## config.mk

```make
export PLATFORM = sky130hd
export DESIGN_NAME = mcu_watchdog_fail_counter
export DESIGN_NICKNAME = d
export VERILOG_FILES = /design/src/core/wdg_pkg.sv /design/src/core/trigger_filter.sv /design/src/core/window_timer.sv /design/src/core/mcu_watchdog_fail_counter.sv
export VERILOG_INCLUDE_DIRS = /design/src /design/src/core
export SDC_FILE = /design/constraint.sdc
export NUM_CORES = 1
export LEC_CHECK = 0
export BUFFER_PORTS_ARGS = -buffer_cell sky130_fd_sc_hd__clkbuf_2
export CORE_ASPECT_RATIO = 1.4
export CORE_MARGIN = 5
export CORE_UTILIZATION = 45
export CTS_BUF_LIST = sky130_fd_sc_hd__clkbuf_8
export CTS_CLUSTER_SIZE = 20
export DETAILED_ROUTE_END_ITERATION = 8
export PLACE_DENSITY = 0.61
export SLEW_MARGIN = 10
export SYNTH_ARGS = -nofsm -noshare
export SYNTH_HDL_FRONTEND = slang
export SYNTH_SLANG_ARGS = --single-unit
```

## constraint.sdc

```tcl
create_clock -name clock_i -period 2.5 [get_ports clock_i]
set_input_delay 0.125 -clock clock_i [delete_from_list [all_inputs] [get_ports clock_i]]
set_output_delay 0.125 -clock clock_i [all_outputs]
set_load 0.05 [all_outputs]
```

## src/core/wdg_regs.svh

```systemverilog
// constants for the watchdog failure tally block
`ifndef WDG_REGS_SVH
`define WDG_REGS_SVH
`define CFG_WATCHDOG_RESET_PERMIT_BIT 3
`define CFG_QA_MODE_BIT 5
`define STAT_NO_RESPONSE_BIT 1
`define STAT_EARLY_BIT 2
`define TALLY_INIT 3'h5
`define TALLY_MAX 3'h7
`define TALLY_OUT_OF_RANGE 3'h5
`define PULSE_MIN_NS 32000
`define CLK_PERIOD_NS 50
`define PULSE_MIN_CYC ((`PULSE_MIN_NS + `CLK_PERIOD_NS - 1) / `CLK_PERIOD_NS)
`define STEP_NS 550000
`define STEP_CYC (`STEP_NS / `CLK_PERIOD_NS)
`endif

```

## src/core/wdg_pkg.sv

```systemverilog
// types for the watchdog failure tally block
package wdg_pkg;
  typedef enum logic [1:0] {
    DEV_RESET = 2'b00,
    DEV_DIAG = 2'b01,
    DEV_ACTIVE = 2'b10,
    DEV_SAFE = 2'b11
  } dev_state_e;
  typedef enum logic [1:0] {
    WIN_CLOSED = 2'b00,
    WIN_OPEN = 2'b01
  } win_state_e;
endpackage : wdg_pkg

```

## src/core/trigger_filter.sv

```systemverilog
// trigger pulse qualifier: rising edge then falling edge after min high time
`timescale 1ns/100ps
`include "wdg_regs.svh"
module trigger_filter #(
  parameter int MIN_CYC = `PULSE_MIN_CYC
) (
  // clock and reset
  input wire logic clock_i,
  input wire logic srst_i,
  // trigger pin and result
  input wire logic trig_i,
  output logic trigger_o
);
  initial begin
    if (MIN_CYC < 1) $error("MIN_CYC must be at least 1");
    if (MIN_CYC > 65534) $error("MIN_CYC must fit the high-time counter");
  end
  logic prev_q;
  logic [15:0] high_cnt_q;
  logic trig_q;

  // count high time since rising edge
  always_ff @(posedge clock_i) begin
    if (srst_i) begin
      prev_q <= 1'b0;
      high_cnt_q <= 16'h0000;
    end else begin
      prev_q <= trig_i;
      if (trig_i && !prev_q) high_cnt_q <= 16'h0001;
      else if (trig_i && high_cnt_q != 16'hffff) high_cnt_q <= high_cnt_q + 16'h0001;
    end
  end

  // qualify on falling edge, longer than the minimum
  always_ff @(posedge clock_i) begin
    if (srst_i) trig_q <= 1'b0;
    else trig_q <= !trig_i && prev_q && (high_cnt_q > 16'(MIN_CYC)); // [RULE18]
  end
  assign trigger_o = trig_q;
endmodule : trigger_filter

```

## src/core/window_timer.sv

```systemverilog
// closed/open window sequencer, counts 0.55 ms steps
`timescale 1ns/100ps
`include "wdg_regs.svh"
module window_timer
  import wdg_pkg::*;
#(
  parameter int STEP_CYC = `STEP_CYC
) (
  // clock and reset
  input wire logic clock_i,
  input wire logic srst_i,
  // control
  input wire logic restart_i,
  input wire logic [6:0] win1_steps_i,
  input wire logic [4:0] win2_steps_i,
  // status
  output logic open_o,
  output logic timeout_o
);
  initial begin
    if (STEP_CYC < 1) $error("STEP_CYC must be at least 1");
  end
  win_state_e win_q;
  logic [31:0] pre_q;
  logic [6:0] steps_q;
  logic tick;
  logic to_q;
  assign tick = (pre_q == 32'(STEP_CYC - 1));

  // step prescaler
  always_ff @(posedge clock_i) begin
    if (srst_i || restart_i || tick) pre_q <= 32'h0;
    else pre_q <= pre_q + 32'h1;
  end

  // window sequence
  always_ff @(posedge clock_i) begin
    to_q <= 1'b0;
    if (srst_i || restart_i) begin
      win_q <= WIN_CLOSED;
      steps_q <= 7'h00;
    end else if (tick) begin
      case (win_q)
        WIN_CLOSED: begin
          if (steps_q + 7'h01 >= win1_steps_i) begin
            win_q <= WIN_OPEN;
            steps_q <= 7'h00;
          end else steps_q <= steps_q + 7'h01;
        end
        default: begin
          if (steps_q >= {2'b00, win2_steps_i}) begin
            win_q <= WIN_CLOSED;
            steps_q <= 7'h00;
            to_q <= 1'b1;
          end else steps_q <= steps_q + 7'h01;
        end
      endcase
    end
  end
  assign open_o = (win_q == WIN_OPEN);
  assign timeout_o = to_q;
endmodule : window_timer

```

## src/core/mcu_watchdog_fail_counter.sv

```systemverilog
// watchdog supervision: failure tally, drive enable and mcu reset
// ----------------------------------------------------------------
// Summary of operation
// (RULE1) misbehaving mcu forces drive enable low
// (RULE2) reset to diagnostic starts trigger mode
// (RULE3) trigger mode events arrive as pin pulses
// (RULE4) qa mode answers arrive over spi
// (RULE5) qa mode selectable only in diagnostic
// (RULE6) lockstep monitor unused in trigger mode
// (RULE7) three-bit tally: up bad, down good
// (RULE8) tally five or more: out of range
// (RULE9) tally four or less: in range, permit
// (RULE10) tally ignores watchdog reset permit
// (RULE11) good event decrements, floor zero
// (RULE12) bad event increments, ceiling seven
// (RULE13) timeout increments, sets no-response flag (here the flag is not set while an spi frame is open)
// (RULE14) load five entering diagnostic or active
// (RULE15) seven plus bad with permit: reset
// (RULE16) in reset, tally reloads five
// (RULE17) seven when permit set: immediate reset
// (RULE18) trigger: rise then fall over 32 us
// (RULE19) closed-window trigger is bad, early flag
// (RULE20) open-window trigger is good, restarts
// (RULE21) one update per event; reinit wins
// ----------------------------------------------------------------
`timescale 1ns/100ps
`include "wdg_regs.svh"
module mcu_watchdog_fail_counter
  import wdg_pkg::*;
#(
  parameter int STEP_CYC = `STEP_CYC,
  parameter int PULSE_CYC = `PULSE_MIN_CYC,
  parameter int RESET_HOLD_CYC = 16
) (
  // clock and reset
  input wire logic clock_i,
  input wire logic srst_i,
  // mcu pins
  input wire logic mcu_error_trigger_in_i,
  output logic mcu_reset_out_n_o,
  output logic power_stage_enable_out_o,
  // device state requests
  input wire logic go_active_i,
  input wire logic go_safe_i,
  input wire logic other_error_i,
  // configuration bits
  input wire logic [7:0] safety_function_config_i,
  input wire logic cfg_write_i,
  input wire logic drive_permit_bit_i,
  input wire logic [6:0] win1_steps_i,
  input wire logic [4:0] win2_steps_i,
  input wire logic win_cfg_write_i,
  input wire logic spi_frame_active_i,
  // qa mode events from the spi answer checker
  input wire logic qa_good_i,
  input wire logic qa_bad_i,
  // status
  input wire logic status_clear_i,
  output logic [7:0] watchdog_state_register_o,
  output logic [2:0] failure_tally_o,
  output logic out_of_range_o,
  output logic qa_mode_o,
  output logic [1:0] dev_state_o
);
  // refuse parameter values that the counters cannot hold
  initial begin
    if (RESET_HOLD_CYC < 1) $error("RESET_HOLD_CYC must be at least 1");
    if (RESET_HOLD_CYC > 65536) $error("RESET_HOLD_CYC must fit the hold counter");
    if (PULSE_CYC < 1) $error("PULSE_CYC must be at least 1");
    if (PULSE_CYC > 65534) $error("PULSE_CYC must fit the high-time counter");
    if (STEP_CYC < 1) $error("STEP_CYC must be at least 1");
  end

  // ----------------------------------------------------------------
  // saturating tally arithmetic
  // ----------------------------------------------------------------
  // both stop at their end points instead of wrapping
  function automatic logic [2:0] tally_up(input logic [2:0] t);
    tally_up = (t == `TALLY_MAX) ? t : t + 3'h1; // [RULE12]
  endfunction : tally_up

  function automatic logic [2:0] tally_down(input logic [2:0] t);
    tally_down = (t == 3'h0) ? t : t - 3'h1; // [RULE11]
  endfunction : tally_down

  // ----------------------------------------------------------------
  // declarations
  // ----------------------------------------------------------------
  // device state and bookkeeping
  dev_state_e state_q;
  logic [2:0] tally_q;
  logic qa_mode_q;
  logic rst_permit_q;
  logic no_resp_q;
  logic early_q;
  logic [15:0] hold_q;

  // event and transition strobes
  logic trig_pulse;
  logic win_open;
  logic win_timeout;
  logic trig_good;
  logic trig_bad;
  logic good_ev;
  logic bad_ev;
  logic fail_ev;
  logic restart_seq;
  logic enter_diag;
  logic enter_active;
  logic enter_reset;
  logic permit_write;
  logic qa_good;
  logic qa_bad;
  logic tally_at_max;
  logic permit_rise;
  logic hold_done;

  // output shaping
  logic in_range;
  logic supervised;

  // ----------------------------------------------------------------
  // trigger qualification and window timing
  // ----------------------------------------------------------------
  // pin pulse qualifier; its strobe comes one cycle after the fall,
  // so a trigger is judged by the window it ends in
  trigger_filter #(
    .MIN_CYC(PULSE_CYC)
  ) u_filter (
    .clock_i(clock_i),
    .srst_i(srst_i),
    .trig_i(mcu_error_trigger_in_i), // [RULE3]
    .trigger_o(trig_pulse)
  );

  // held in its first window while the device is in reset, so the
  // first sequence after reset starts from fresh counts
  window_timer #(
    .STEP_CYC(STEP_CYC)
  ) u_timer (
    .clock_i(clock_i),
    .srst_i(srst_i || state_q == DEV_RESET),
    .restart_i(restart_seq),
    .win1_steps_i(win1_steps_i),
    .win2_steps_i(win2_steps_i),
    .open_o(win_open),
    .timeout_o(win_timeout)
  );

  // ----------------------------------------------------------------
  // event classification
  // ----------------------------------------------------------------
  // closed window trigger: bad event, early flag, new sequence
  // open window trigger: good event, new sequence
  // window setting write: bad event and a new sequence
  // pin triggers count only in trigger mode, spi answers only in qa mode
  assign trig_good = !qa_mode_q && trig_pulse && win_open; // [RULE20]
  assign trig_bad = !qa_mode_q && trig_pulse && !win_open; // [RULE19]
  assign qa_good = qa_mode_q && qa_good_i; // [RULE4]
  assign qa_bad = qa_mode_q && qa_bad_i; // [RULE4]
  assign good_ev = trig_good || qa_good;
  assign bad_ev = trig_bad || qa_bad || win_cfg_write_i;
  assign fail_ev = bad_ev || win_timeout;
  assign restart_seq = good_ev || bad_ev; // timeout restarts itself

  // permit write and its 0 to 1 edge, and the tally ceiling
  assign permit_write = cfg_write_i && safety_function_config_i[`CFG_WATCHDOG_RESET_PERMIT_BIT];
  assign permit_rise = permit_write && !rst_permit_q;
  assign tally_at_max = (tally_q == `TALLY_MAX);

  // ----------------------------------------------------------------
  // state transitions
  // ----------------------------------------------------------------
  // reset request: a failure at seven with the permit set,
  // or the permit rising while the tally already sits at seven;
  // a reset request beats every other transition
  assign enter_reset = state_q != DEV_RESET &&
                       ((fail_ev && tally_at_max && rst_permit_q) || // [RULE15]
                        (permit_rise && tally_at_max)); // [RULE17]

  // reset is held a fixed number of cycles, then diagnostic
  assign hold_done = (hold_q == 16'(RESET_HOLD_CYC - 1));
  assign enter_diag = (state_q == DEV_RESET) && hold_done;

  // diagnostic to active on request, unless a reset wins
  assign enter_active = (state_q == DEV_DIAG) && go_active_i && !enter_reset;

  // ----------------------------------------------------------------
  // device state register
  // ----------------------------------------------------------------

  // device state and reset hold counter;
  // safe is left only through a block reset or a reset request
  always_ff @(posedge clock_i) begin
    if (srst_i) begin
      state_q <= DEV_RESET;
      hold_q <= 16'h0000;
    end else if (enter_reset) begin
      state_q <= DEV_RESET;
      hold_q <= 16'h0000;
    end else begin
      case (state_q)
        DEV_RESET: begin
          hold_q <= hold_q + 16'h0001;
          if (enter_diag) state_q <= DEV_DIAG;
        end
        DEV_DIAG: begin
          if (go_safe_i) state_q <= DEV_SAFE;
          else if (enter_active) state_q <= DEV_ACTIVE;
        end
        DEV_ACTIVE: begin
          if (go_safe_i) state_q <= DEV_SAFE;
        end
        default: state_q <= DEV_SAFE;
      endcase
    end
  end

  // ----------------------------------------------------------------
  // configuration bits
  // ----------------------------------------------------------------
  // mode select, writable only in diagnostic; reset clears it
  // a write in any other state leaves the mode as it is
  always_ff @(posedge clock_i) begin
    if (srst_i || state_q == DEV_RESET) qa_mode_q <= 1'b0; // [RULE2]
    else if (cfg_write_i && state_q == DEV_DIAG)
      qa_mode_q <= safety_function_config_i[`CFG_QA_MODE_BIT]; // [RULE5]
  end

  // watchdog reset permit, writable in any state;
  // kept through the reset state
  always_ff @(posedge clock_i) begin
    if (srst_i) rst_permit_q <= 1'b0;
    else if (cfg_write_i) rst_permit_q <= safety_function_config_i[`CFG_WATCHDOG_RESET_PERMIT_BIT];
  end

  // ----------------------------------------------------------------
  // failure tally
  // ----------------------------------------------------------------
  // priority, highest first:
  //   reset state or reset request: reload five
  //   diagnostic to active: reload five
  //   bad or timeout: one up, stop at seven
  //   good: one down, stop at zero
  // reinit beats events; permit bit plays no part here [RULE10]
  always_ff @(posedge clock_i) begin
    if (srst_i) tally_q <= `TALLY_INIT;
    else if (state_q == DEV_RESET || enter_reset) tally_q <= `TALLY_INIT; // [RULE16]
    else if (enter_active) tally_q <= `TALLY_INIT; // [RULE14] [RULE21]
    else if (fail_ev) tally_q <= tally_up(tally_q); // [RULE7] [RULE13]
    else if (good_ev) tally_q <= tally_down(tally_q); // [RULE7]
  end

  // ----------------------------------------------------------------
  // sticky status flags, set beats clear
  // ----------------------------------------------------------------
  // no-response flag: not latched while an spi frame is open,
  // though the tally still counts that timeout
  always_ff @(posedge clock_i) begin
    if (srst_i || state_q == DEV_RESET) no_resp_q <= 1'b0;
    else if (win_timeout && !spi_frame_active_i) no_resp_q <= 1'b1; // [RULE13]
    else if (status_clear_i) no_resp_q <= 1'b0;
  end

  // early-answer flag: trigger in the closed window
  always_ff @(posedge clock_i) begin
    if (srst_i || state_q == DEV_RESET) early_q <= 1'b0;
    else if (trig_bad) early_q <= 1'b1; // [RULE19]
    else if (status_clear_i) early_q <= 1'b0;
  end

  // ----------------------------------------------------------------
  // outputs
  // ----------------------------------------------------------------
  // watchdog in range: tally four or less
  assign in_range = (tally_q < `TALLY_OUT_OF_RANGE); // [RULE9]
  // the stage may only run in diagnostic or active
  assign supervised = (state_q == DEV_DIAG) || (state_q == DEV_ACTIVE);

  // ----------------------------------------------------------------
  // output pins
  // ----------------------------------------------------------------
  // both pins registered, so no decode glitch reaches the board
  logic power_stage_enable_out_q;
  logic mcu_reset_out_q;

  // drive enable only when in range and permitted;
  // it drops on the same edge as a reset request
  always_ff @(posedge clock_i) begin
    if (srst_i) power_stage_enable_out_q <= 1'b0;
    else power_stage_enable_out_q <= in_range && drive_permit_bit_i && // [RULE9]
                    !other_error_i && !enter_reset && supervised; // [RULE1] [RULE8]
  end

  // mcu reset low while in reset state,
  // and from the edge of a reset request
  always_ff @(posedge clock_i) begin
    if (srst_i) mcu_reset_out_q <= 1'b0;
    else mcu_reset_out_q <= !(enter_reset || (state_q == DEV_RESET && !enter_diag)); // [RULE15]
  end

  // levels handed straight out
  assign power_stage_enable_out_o = power_stage_enable_out_q;
  assign mcu_reset_out_n_o = mcu_reset_out_q;
  assign failure_tally_o = tally_q;
  assign out_of_range_o = (tally_q >= `TALLY_OUT_OF_RANGE); // [RULE8]
  assign qa_mode_o = qa_mode_q;
  assign dev_state_o = state_q;
  // status byte: bit 1 no response, bit 2 early answer, rest zero
  assign watchdog_state_register_o = {5'h00, early_q, no_resp_q, 1'b0};
endmodule : mcu_watchdog_fail_counter

```

# ---- Word-level counts from Yosys, hierarchy flattened
# Index checks and enable logic that the tools add are counted.
dict set report word_totals {
  reg_bits 87
  elab_cells 126
}
dict set report op_classes {
  n_addsub 6
  magnitude_cmp 5
  n_eq_ne 13
  muxes 21
  bitwise 1
  n_reduce_logical 63
}
# op n
set ops {}
lappend ops {{$add A16 B1 Y16 const B} 2}
lappend ops {{$add A32 B1 Y32 const B} 1}
lappend ops {{$eq A32 B14 Y1 const B} 1}
lappend ops {{$logic_and A1 B1 Y1} 25}
lappend ops {{$mux W7} 3}
lappend ops {{$eq A16 B4 Y1 const B} 1}
lappend ops {{$gt A16 B10 Y1 const B} 1}
lappend ops {{$ne A16 B16 Y1 const B} 1}
lappend ops {{$mux W2} 7}
lappend ops {{$logic_or A1 B1 Y1} 12}
lappend ops {{$mux W3} 4}
lappend ops {{$reduce_bool A2 Y1} 6}
lappend ops {{$logic_not A1 Y1} 10}
lappend ops {{$reduce_and A3 Y1} 3}
lappend ops {{$ne A2 B2 Y1 const B} 4}
lappend ops {{$add A7 B1 Y7 const B} 1}
lappend ops {{$ge A7 B5 Y1} 1}
lappend ops {{$ge A7 B7 Y1} 1}
lappend ops {{$mux W1} 6}
lappend ops {{$pmux W2 S3} 1}
lappend ops {{$reduce_or A3 Y1} 2}
lappend ops {{$eq A2 B1 Y1 const B} 2}
lappend ops {{$logic_not A2 Y1} 2}
lappend ops {{$reduce_or A2 Y1} 2}
lappend ops {{10 further kinds} 10}

# ---- Depth between registers and ports, before layout
# Gate-level depths: netlist (run 1).
dict set report logic_depth {
  word_depth 15
  mapped_depth 11
}

# ---- Cells and area by module
# A second synthesis (run 1) with hierarchy kept.
dict set report unflattened {
  cells_unflattened 540
  hier_area_um2 4581.9
}
# mod n_inst cells_per_inst area_per_inst_um2
set by_module_without_submodules {}
lappend by_module_without_submodules {window_timer 1 253 2157.1}
lappend by_module_without_submodules {mcu_watchdog_fail_counter 1 176 1512.7}
lappend by_module_without_submodules {trigger_filter 1 111 912.1}

# ---- Least setup slack after synthesis (run 1)
# Ideal clock, no wire load.
dict set report synth_path {
  path_type {register to register}
  start {register state_q[0], in the netlist dev_state_o[0]}
  end {register u_timer.pre_q[23]}
  setup_ps 70
  arrival_time_ps 2268
  t_required_ps 2430
  path_slack_ps 162
  path_stages_with_launch 10
  path_buffers 3
  synth_period_minus_slack_ps 2338
  path_cell_list {dfxtp_1 -> inv_1 -> ha_1 -> or2_2 -> clkbuf_1 -> nor3_1 -> clkbuf_1 -> nand2_1 -> buf_2 -> a21oi_1}
}
dict set report synth_via {
  elab_chain_len 4
}
# element line_no
set synth_lines {}
lappend synth_lines {{start, declared} mcu_watchdog_fail_counter.sv:90} ;# dev_state_e state_q;
lappend synth_lines {{start signal, assigned} mcu_watchdog_fail_counter.sv:196} ;# state_q <= DEV_RESET;
lappend synth_lines {{start signal, assigned} mcu_watchdog_fail_counter.sv:199} ;# state_q <= DEV_RESET;
lappend synth_lines {{start signal, assigned} mcu_watchdog_fail_counter.sv:205} ;# if (enter_diag) state_q <= DEV_DIAG;
lappend synth_lines {{$logic_not A2 Y1} mcu_watchdog_fail_counter.sv:142} ;# .srst_i(srst_i || state_q == DEV_RESET),
lappend synth_lines {{$logic_or A1 B1 Y1} mcu_watchdog_fail_counter.sv:142}
lappend synth_lines {{$logic_or A1 B1 Y1 (2 in series)} window_timer.sv:32} ;# if (srst_i || restart_i || tick) pre_q <= 32'h0;
lappend synth_lines {{end signal, assigned} window_timer.sv:33} ;# else pre_q <= pre_q + 32'h1;
lappend synth_lines {{end, declared} window_timer.sv:24} ;# logic [31:0] pre_q;
# No other way between the ends.
# A chain may end at the register's enable or synchronous reset.

# ---- Worst setup path after layout (run 1)
dict set report layout_path {
  start {register u_timer.steps_q[0]}
  end {register u_timer.steps_q[6]}
}
dict set report layout_via {
  elab_chain_len 4
  elab_cells_between_ends 6
}
# element line_no
set layout_lines {}
lappend layout_lines {{start, declared} window_timer.sv:25} ;# logic [6:0] steps_q;
lappend layout_lines {{start signal, assigned} window_timer.sv:48} ;# end else steps_q <= steps_q + 7'h01;
lappend layout_lines {{start signal, assigned} window_timer.sv:55} ;# end else steps_q <= steps_q + 7'h01;
lappend layout_lines {{$add A7 B1 Y7} {window_timer.sv:45, window_timer.sv:48, window_timer.sv:55}}
lappend layout_lines {{$ge A7 B7 Y1} window_timer.sv:45} ;# if (steps_q + 7'h01 >= win1_steps_i) begin
lappend layout_lines {{$mux W7} window_timer.sv:45}
lappend layout_lines {{$mux W7 (*)} window_timer.sv:43} ;# case (win_q)
# Every way passes the cells marked *; elsewhere a longest branch is shown, timed or not.

==> Flow_metrics.wiki, run 1 <==
{| class="wikitable"
! Metric !! Value
|-
| Final hold slack || 0.0337 ns
|-
| Via count of the first global-routing pass || 3510
|-
| Kind of end point of the critical path || flop
|-
| Via density per instance || a little over 5
|-
| Required time at the worst-slack endpoint || ~2.8 ns
|-
| Die extent in y || 127 um
|-
| Critical-path top delay cell || dfxtp_1
|-
| Net switching fraction of the power || between 30% and 40%
|-
| Static Leak || 0.00189 uW
|-
| Clock latency at the later pin of the worst-skew pair || 0.35 ns
|-
| Maximum buffer depth of the clock tree || 2
|-
| Upper clock frequency limit || 0.421 GHz
|-
| GRT overflow || 0
|-
| Combined global-route utilization of all metal layers || 15.5%
|-
| GRT Max-Usage Layer || met2
|-
| Total buffers and inverters traversed by the critical path || 0
|-
| Commonest cells post-synth || dfxtp_1, nor2_1, nand2_1, xnor2_1, nand3_1
|-
| Worst Max-Slew Pin Slew || between 0.4 and 0.5 ns
|-
| Crit path max-delay family || simple AND/OR/NAND/NOR gates
|-
| Hold Path Class || in2reg
|-
| Setup TNS Final || 0 ns
|-
| Post-detailed-route DRC marker count || 0
|-
| Overall die area || approximately 12000 um^2
|-
| Share of power burned in registers || between 40% and 50%
|-
| Filler Cell Count || 943
|-
| Max Cap Viol || 0
|-
| Clock transition at the register clock pins on the worst setup and hold paths after CTS || 0.08 ns
|-
| FFs w/ async S/R, synth || 0%
|-
| Sum of net half-perimeters after detailed placement || 6460 um
|-
| Vias || 3578
|-
| Share of Yosys cell area claimed by the top area cell type || 39.0%
|-
| Clock buffer count from CTS || 9
|-
| Net switching component of the power || 933 uW
|-
| First-pass GRT wire length || 15300 um
|-
| Critical setup path kind || reg2reg
|-
| Met2 usage in global routing || 26.9%
|-
| Max VDD drop || 0.000395 V
|-
| Met3 Track Usage GR || 3.59%
|-
| Post-synth EDFFs || 0
|-
| Antenna violation net count after detailed routing || 0
|-
| Pin count of the biggest net entering global routing || 31
|-
| Comb power frac || 21.1%
|-
| Initial antenna violation count || 0
|-
| Seq cells post-synth || 86
|-
| Area contributors post-synth || dfxtp_1, nor2_1, xnor2_1, ha_1, xor2_1
|-
| Number of clock sinks || 86
|-
| Count of input and output buffers || 37
|-
| Number of warnings reported in the yosys synthesis log || 0
|-
| Gate Count Post-Synth || 530
|-
| Count leader, synth || dfxtp_1
|-
| Shortest period the worst path allows || about 2.4 ns
|-
| Core box area || 9510 um^2
|-
| P per Cell Area || 600 nW/um^2
|-
| Horizontal extent of the die || 93.7 um
|-
| Wirelength, routed || 8750 um
|-
| Count of antenna diodes in the layout || 0
|-
| Prevailing post-synth register cell || dfxtp_1
|-
| Cell area after synthesis || 4420 um^2
|-
| CTS H-Tree Depth || 3
|-
| Placer Congestion || 0.839
|-
| Net count of the finished layout || 631
|-
| Cell internal power dissipation || 2060 uW
|-
| Max Slew Vio Count || 0
|-
| Peak per-stage delay on the critical path || about 0.35 ns
|-
| CTS tree || yes
|-
| Layout overhead on the synthesized area || 13.1%
|-
| Critical path startpoint category || flop
|-
| Clock power frac || 29.5%
|-
| Final hold violation count || 0
|-
| Mean Syn Cell Area || 8.33 um^2
|-
| Post-Route Utilization || 52.5%
|-
| Rel. slew slack || approximately two thirds
|-
| Average detailed-routed wire length per instance || 12.3 um
|-
| Worst-path cell chain || ha_2, nand2_1, nor2_1, xor2_1, ha_1, and4_1, a221oi_2, mux2_4, and3_2, a32o_1
|-
| Distinct cells, synth || 49
|-
| Ratio of cells with drive above 1 in the final layout || between 10% and 20%
|-
| Critical path peak fanout || 5
|-
| Initial detailed-routing violation count || 107
|-
| Fraction of the cycle the final worst path needs || 95.0%
|-
| I/O Pins || 50
|-
| Global-route track usage on met1 || 18.7%
|-
| Final setup violation count || 0
|-
| Number of iterations in the first detailed-routing pass || 4
|-
| Site row count || between 40 and 50
|-
| Portion of the post-synthesis area used by sequential elements || 39.0%
|-
| Status || completed
|-
| Signal arrival time at the worst endpoint || around 2.7 ns
|-
| Buffer cell driving the clock tree root || clkbuf_8
|-
| Initial standard-cell utilization of the core || a little under half
|-
| Post-synthesis cell type with the largest combined area || dfxtp_1
|-
| Clock tree skew after final layout || 0.00755 ns
|}
==> worst min-delay path, delay by kind of cell <==
kind | cells | cell delay, ns
compound gates | 1 | 0.05
buf+inv | 1 | 0.07
simple gates | 1 | 0.09
==> metal layers <==
layer / vias to the layer above / wire (um)
met5: - / 0
met4: 0 / 82
met1: 1636 / 4000
met3: 5 / 287
met2: 38 / 4370
li1: 1899 / -
==> flip-flops by register name, indices dropped and copies added, names as in the netlist <==
name / count
no_resp_q: 1
power_stage_enable_out_o: 1
u_filter.high_cnt_q: 16
early_q: 1
qa_mode_o: 1
u_timer.pre_q: 32
u_timer.steps_q: 7
rst_permit_q: 1
mcu_reset_out_n_o: 1
u_filter.trigger_o: 1
dev_state_o: 2
u_timer.timeout_o: 1
hold_q: 16
u_filter.prev_q: 1
failure_tally_o: 3
u_timer.win_q: 1
==> kinds of logic after synthesis <==
kind of cell,Yosys count,synth area share (%)
buf+inv,50,5.04
simple gates,250,28.6
flops,86,39.0
other cells,1,0.0849
mux,3,0.708
compound gates,59,8.50
fa+ha+maj,22,6.40
xor+xnor,59,11.7
==> area by class of cell <==
class	instances	area, um^2	share of cell area, %
timing repair buffer	52	320	6.41
clock buffer	12	165	3.31
tap	132	165	3.31
sequential	86	1720	34.5
clock inverter	2	8.76	0.175
multi-input combinational	399	2510	50.2
inverter	28	105	2.10
==> worst paths after layout <==
path,from,endpoint,slack (ns),depth (start not counted)
hold / removal,spi_frame_active_i,no_resp_q,0.03,3
setup / recovery,u_timer.steps_q[0],u_timer.steps_q[6],0.12,10
hold reg to reg,u_timer.pre_q[0],u_timer.pre_q[0],0.44,1
setup reg to reg,u_timer.steps_q[0],u_timer.steps_q[6],0.12,10
==> power groups by stage <==
stage / combinational, uW / clock (uW) / sequential, uW
detailed placement: 629 / 0 / 1510
global route: 703 / 980 / 1490
global placement: 619 / 0 / 1510
CTS: 640 / 919 / 1480
floorplan: 364 / 0 / 1610
finish: 632 / 886 / 1480
==> cell usage in the layout, fill, tap and decap left out, types with 2 or more instances in the layout <==
| cell type | count |
|---|---|
| clkbuf_2 | 37 |
| nor3b_1 | 3 |
| nand3_1 | 29 |
| nor2_1 | 81 |
| mux2i_1 | 2 |
| inv_1 | 29 |
| o21ai_0 | 14 |
| nand3b_1 | 4 |
| dlygate4sd3_1 | 4 |
| and3_1 | 12 |
| nor3_1 | 16 |
| conb_1 | 6 |
| buf_4 | 10 |
| xnor2_1 | 32 |
| and2_1 | 6 |
| nand2_1 | 38 |
| and4_1 | 4 |
| xor2_1 | 27 |
| clkbuf_8 | 12 |
| nand4_1 | 15 |
| a31oi_1 | 2 |
| or3_1 | 10 |
| a21oi_1 | 21 |
| ha_1 | 20 |
| a32o_1 | 5 |
| a211oi_1 | 5 |
| o21a_1 | 2 |
| nand2b_1 | 5 |
| dfxtp_1 | 86 |
| nor4_1 | 11 |
| a21o_1 | 3 |
| nor2b_1 | 5 |
==> per-stage QoR <==
| step | area (um^2) | cells | worst slack [ns] | power [uW] |
|---|---|---|---|---|
| 2_1_floorplan | 4430 | 535 | 0.162 | 1970 |
| 3_3_place_gp | 4760 | 692 | 0.0692 | 2130 |
| 3_5_place_dp | 4760 | 692 | 0.0259 | 2140 |
| 4_1_cts | 4980 | 710 | 0.0626 | 3040 |
| 5_1_grt | 4990 | 711 | -0.00224 | 3170 |
| 6_report | 4990 | 711 | 0.125 | 3000 |
==> timing repair <==
| action | 4_1_cts | 5_1_grt |
|---|---|---|
| setup endpoints to repair | 1 | 5 |
| pin swaps | 0 | 2 |
| setup buffers | 0 | 1 |
| resized for setup | 1 | 3 |
| hold endpoints to repair | 4 | 0 |
| hold buffers | 4 | 0 |
Note: power is estimated with default switching activity, not from simulation.
==> run 2: changes to the inputs <==
--- a/config.mk
+++ b/config.mk
@@ -7,7 +7,6 @@
 export NUM_CORES = 1
 export LEC_CHECK = 0
 export BUFFER_PORTS_ARGS = -buffer_cell sky130_fd_sc_hd__clkbuf_2
-export CORE_ASPECT_RATIO = 1.4
 export CORE_MARGIN = 5
 export CORE_UTILIZATION = 45
 export CTS_BUF_LIST = sky130_fd_sc_hd__clkbuf_8
==> constraint.sdc (replaced) <==
create_clock -name clock_i -period 2.4 [get_ports clock_i]
set_input_delay 0.12 -clock clock_i [delete_from_list [all_inputs] [get_ports clock_i]]
set_output_delay 0.12 -clock clock_i [all_outputs]
set_load 0.05 [all_outputs]
==> run 2 against run 1 <==
  * Sequential share of layout area shrank 1.0 points
  * Setup slack worse by 0.047 ns
  * Non-clock buffer count rose by 10
  * Core utilization rose by 0.89 points
  * Worst hold slack worse by 0.0089 ns
  * Final cell count increased by 1.7%
  * Critical path type unchanged
==> Flow_metrics.wiki, run 2 (same netlist as run 1, synthesis figures left out) <==
{| class="wikitable"
! Metric !! Value
|-
| Status || completed
|-
| Buffer cell driving the clock tree root || clkbuf_8
|-
| Initial detailed-routing violation count || 150
|-
| Shortest period the worst path allows || 2.32 ns
|-
| Post-route cell area || between 5000 and 6000 um^2
|-
| Register name with the most flops || u_timer.pre_q
|-
| Kind of end point of the critical path || flop
|-
| Post-layout instance count excluding filler cells || 723
|-
| Rel. slew slack || 56.0%
|-
| Source of the worst register-to-register timing path || u_timer.steps_q[0]
|-
| Overall power || 3220 uW
|-
| Net count of the finished layout || 641
|-
| Post-detailed-route DRC marker count || 0
|-
| Core box area || 9680 um^2
|-
| Most frequent cells in the layout || dfxtp_1, nor2_1, clkbuf_2
|-
| Count of antenna diodes in the layout || 0
|-
| Launch point of the worst hold path || spi_frame_active_i
|-
| Static Leak || slightly below 0.002 uW
|-
| Critical path startpoint category || flop
|-
| Number of cells traversed by the worst register-to-register path || 11
|-
| Largest registers ranked by flip-flop count || u_timer.pre_q: 32 flops, hold_q: 16 flops, u_filter.high_cnt_q: 16 flops
|-
| Critical path peak fanout || 5
|-
| Via count of the first global-routing pass || about 3700
|-
| Site row count || 36
|-
| Maximum buffer depth of the clock tree || 2
|-
| Via density per instance || 5.15
|-
| Initial antenna violation count || 0
|-
| Filler Cell Count || 932
|-
| Antenna violation net count after detailed routing || 0
|-
| Worst-path cell chain || buf_6, nand2_2, nor2_2, xor2_1, ha_1, a21oi_2, nand2_2, a221oi_4, mux2_4, and3_4, a32o_1
|-
| Count of input and output buffers || 37
|-
| Clock tree skew after final layout || 0.0123 ns
|-
| Wirelength, routed || between 9000 and 10000 um
|-
| Final hold violation count || 0
|-
| Hold Path Class || in2reg
|-
| Pin count of the biggest net entering global routing || 31
|-
| Peak per-stage delay on the critical path || 0.38 ns
|-
| Number of clock sinks || 86
|-
| Storage cell area || 1730 um^2
|-
| Number of iterations in the first detailed-routing pass || 4
|-
| Required time at the worst-slack endpoint || 2.70 ns
|-
| CTS H-Tree Depth || 3
|-
| Start point of the critical path || u_timer.steps_q[0]
|-
| Max VDD drop || 0.000603 V
|-
| Layout overhead on the synthesized area || 17.1%
|-
| Hold-critical path depth || 3
|-
| Combined global-route utilization of all metal layers || 16.8%
|-
| Area of the multi-input gates || 2560 um^2
|-
| Average detailed-routed wire length per instance || roughly 13 um
|-
| Post-Route Utilization || 53.4%
|-
| Placer Congestion || ~0.8
|-
| Max Cap Viol || 0
|-
| GRT overflow || 0
|-
| Horizontal extent of the die || between 100 and 150 um
|-
| Signal arrival time at the worst endpoint || 2.62 ns
|-
| Worst Max-Slew Pin Slew || 0.655 ns
|-
| Count of placed standard cells including taps || 700
|-
| Critical-path top delay cell || dfxtp_4
|-
| Cell area after placement || about 4800 um^2
|-
| Most common cell after layout, fill and taps aside || dfxtp_1
|-
| P per Cell Area || around 620 nW/um^2
|-
| Ratio of cells with drive above 1 in the final layout || 15.9%
|-
| First-pass GRT wire length || 16200 um
|-
| Number of flip-flops under the largest register name || 32
|-
| Sum of net half-perimeters after detailed placement || 6580 um
|-
| I/O Pins || 50
|-
| Unrepaired setup endpoints after global routing || yes
|-
| CTS tree || yes
|-
| Most frequent CP cell || nand2_2
|-
| Initial standard-cell utilization of the core || 45.6%
|-
| Fraction of the cycle the final worst path needs || 96.8%
|-
| Vias || 3725
|-
| Die extent in y || 109 um
|-
| Final setup violation count || 0
|-
| Max Slew Vio Count || 0
|-
| Upper clock frequency limit || 0.431 GHz
|-
| Overall die area || around 12000 um^2
|-
| Critical setup path kind || reg2reg
|-
| Clock latency at the later pin of the worst-skew pair || 0.35 ns
|-
| Clock buffer count from CTS || 9
|-
| Clock transition at the register clock pins on the worst setup and hold paths after CTS || 0.09 ns
|}
[run 2: cell count changes in the layout (fill, tap and decap cells not counted), moves of 3 or more]
cell	previous run	this run
buf_4	10	16
buf_6	0	3
nand2_1	38	35
nand2_2	0	3
o21ai_0	14	11
[run 2: layout make-up]
| class | count | share of cell area (%) |
|---|---|---|
| multi-input combinational | 399 | 49.6 |
| tap | 133 | 3.22 |
| clock inverter | 5 | 1.14 |
| sequential | 86 | 33.4 |
| clock buffer | 10 | 2.66 |
| inverter | 28 | 2.03 |
| timing repair buffer | 62 | 7.91 |
[run 2: metrics by stage]
stage               hold slack (ns)  setup TNS [ns]  setup WS [ns]
CTS                         0.00196               0        0.00626
global placement              0.363          -0.252        -0.0519
global route                 0.0490          -0.224        -0.0458
finish                       0.0248               0         0.0776
detailed placement            0.366           -1.27         -0.213
floorplan                     0.189               0         0.0618
[run 2: repair_timing]
| item | in CTS | in global routing |
|---|---|---|
| gates resized for setup | 8 | 19 |
| hold buffers | 5 | 0 |
| setup endpoints to repair | 7 | 7 |
| endpoints found under the hold margin | 5 | 0 |
| setup buffers | 2 | 1 |
| pin swaps | 2 | 15 |
[run 2: path summary, 6_finish.rpt]
check                  endpoint  slack (ns)
max          u_timer.steps_q[3]        0.08
min                   no_resp_q        0.02
max reg2reg  u_timer.steps_q[3]        0.08
min reg2reg    u_timer.pre_q[0]        0.46
[run 2: power breakdown]
group	total (uW)	internal, uW	switching, uW
logic	657	222	435
registers	1540	1480	60.9
clock network	1020	505	512
total	3220	2210	1010
[run 2: worst max-delay path: cells and delay by family (launching register included)]
| kind | cells | cell delay, ns |
|---|---|---|
| XOR/XNOR | 1 | 0.21 |
| adder cells (fa/ha/maj) | 1 | 0.30 |
| AND/OR/NAND/NOR | 4 | 0.43 |
| buffers and inverters | 1 | 0.10 |
| multiplexers | 1 | 0.22 |
| flip-flops | 1 | 0.38 |
| AO/OA/AOI/OAI | 3 | 0.62 |
[run 2: metal layers]
layer  global-route usage, %  vias to the layer above  wire [um]
met5                       0                        -          0
li1                        -                     1931          -
met2                    28.0                       42       4290
met3                    3.91                       13        275
met4                    5.59                        0        151
met1                    21.3                     1739       4460
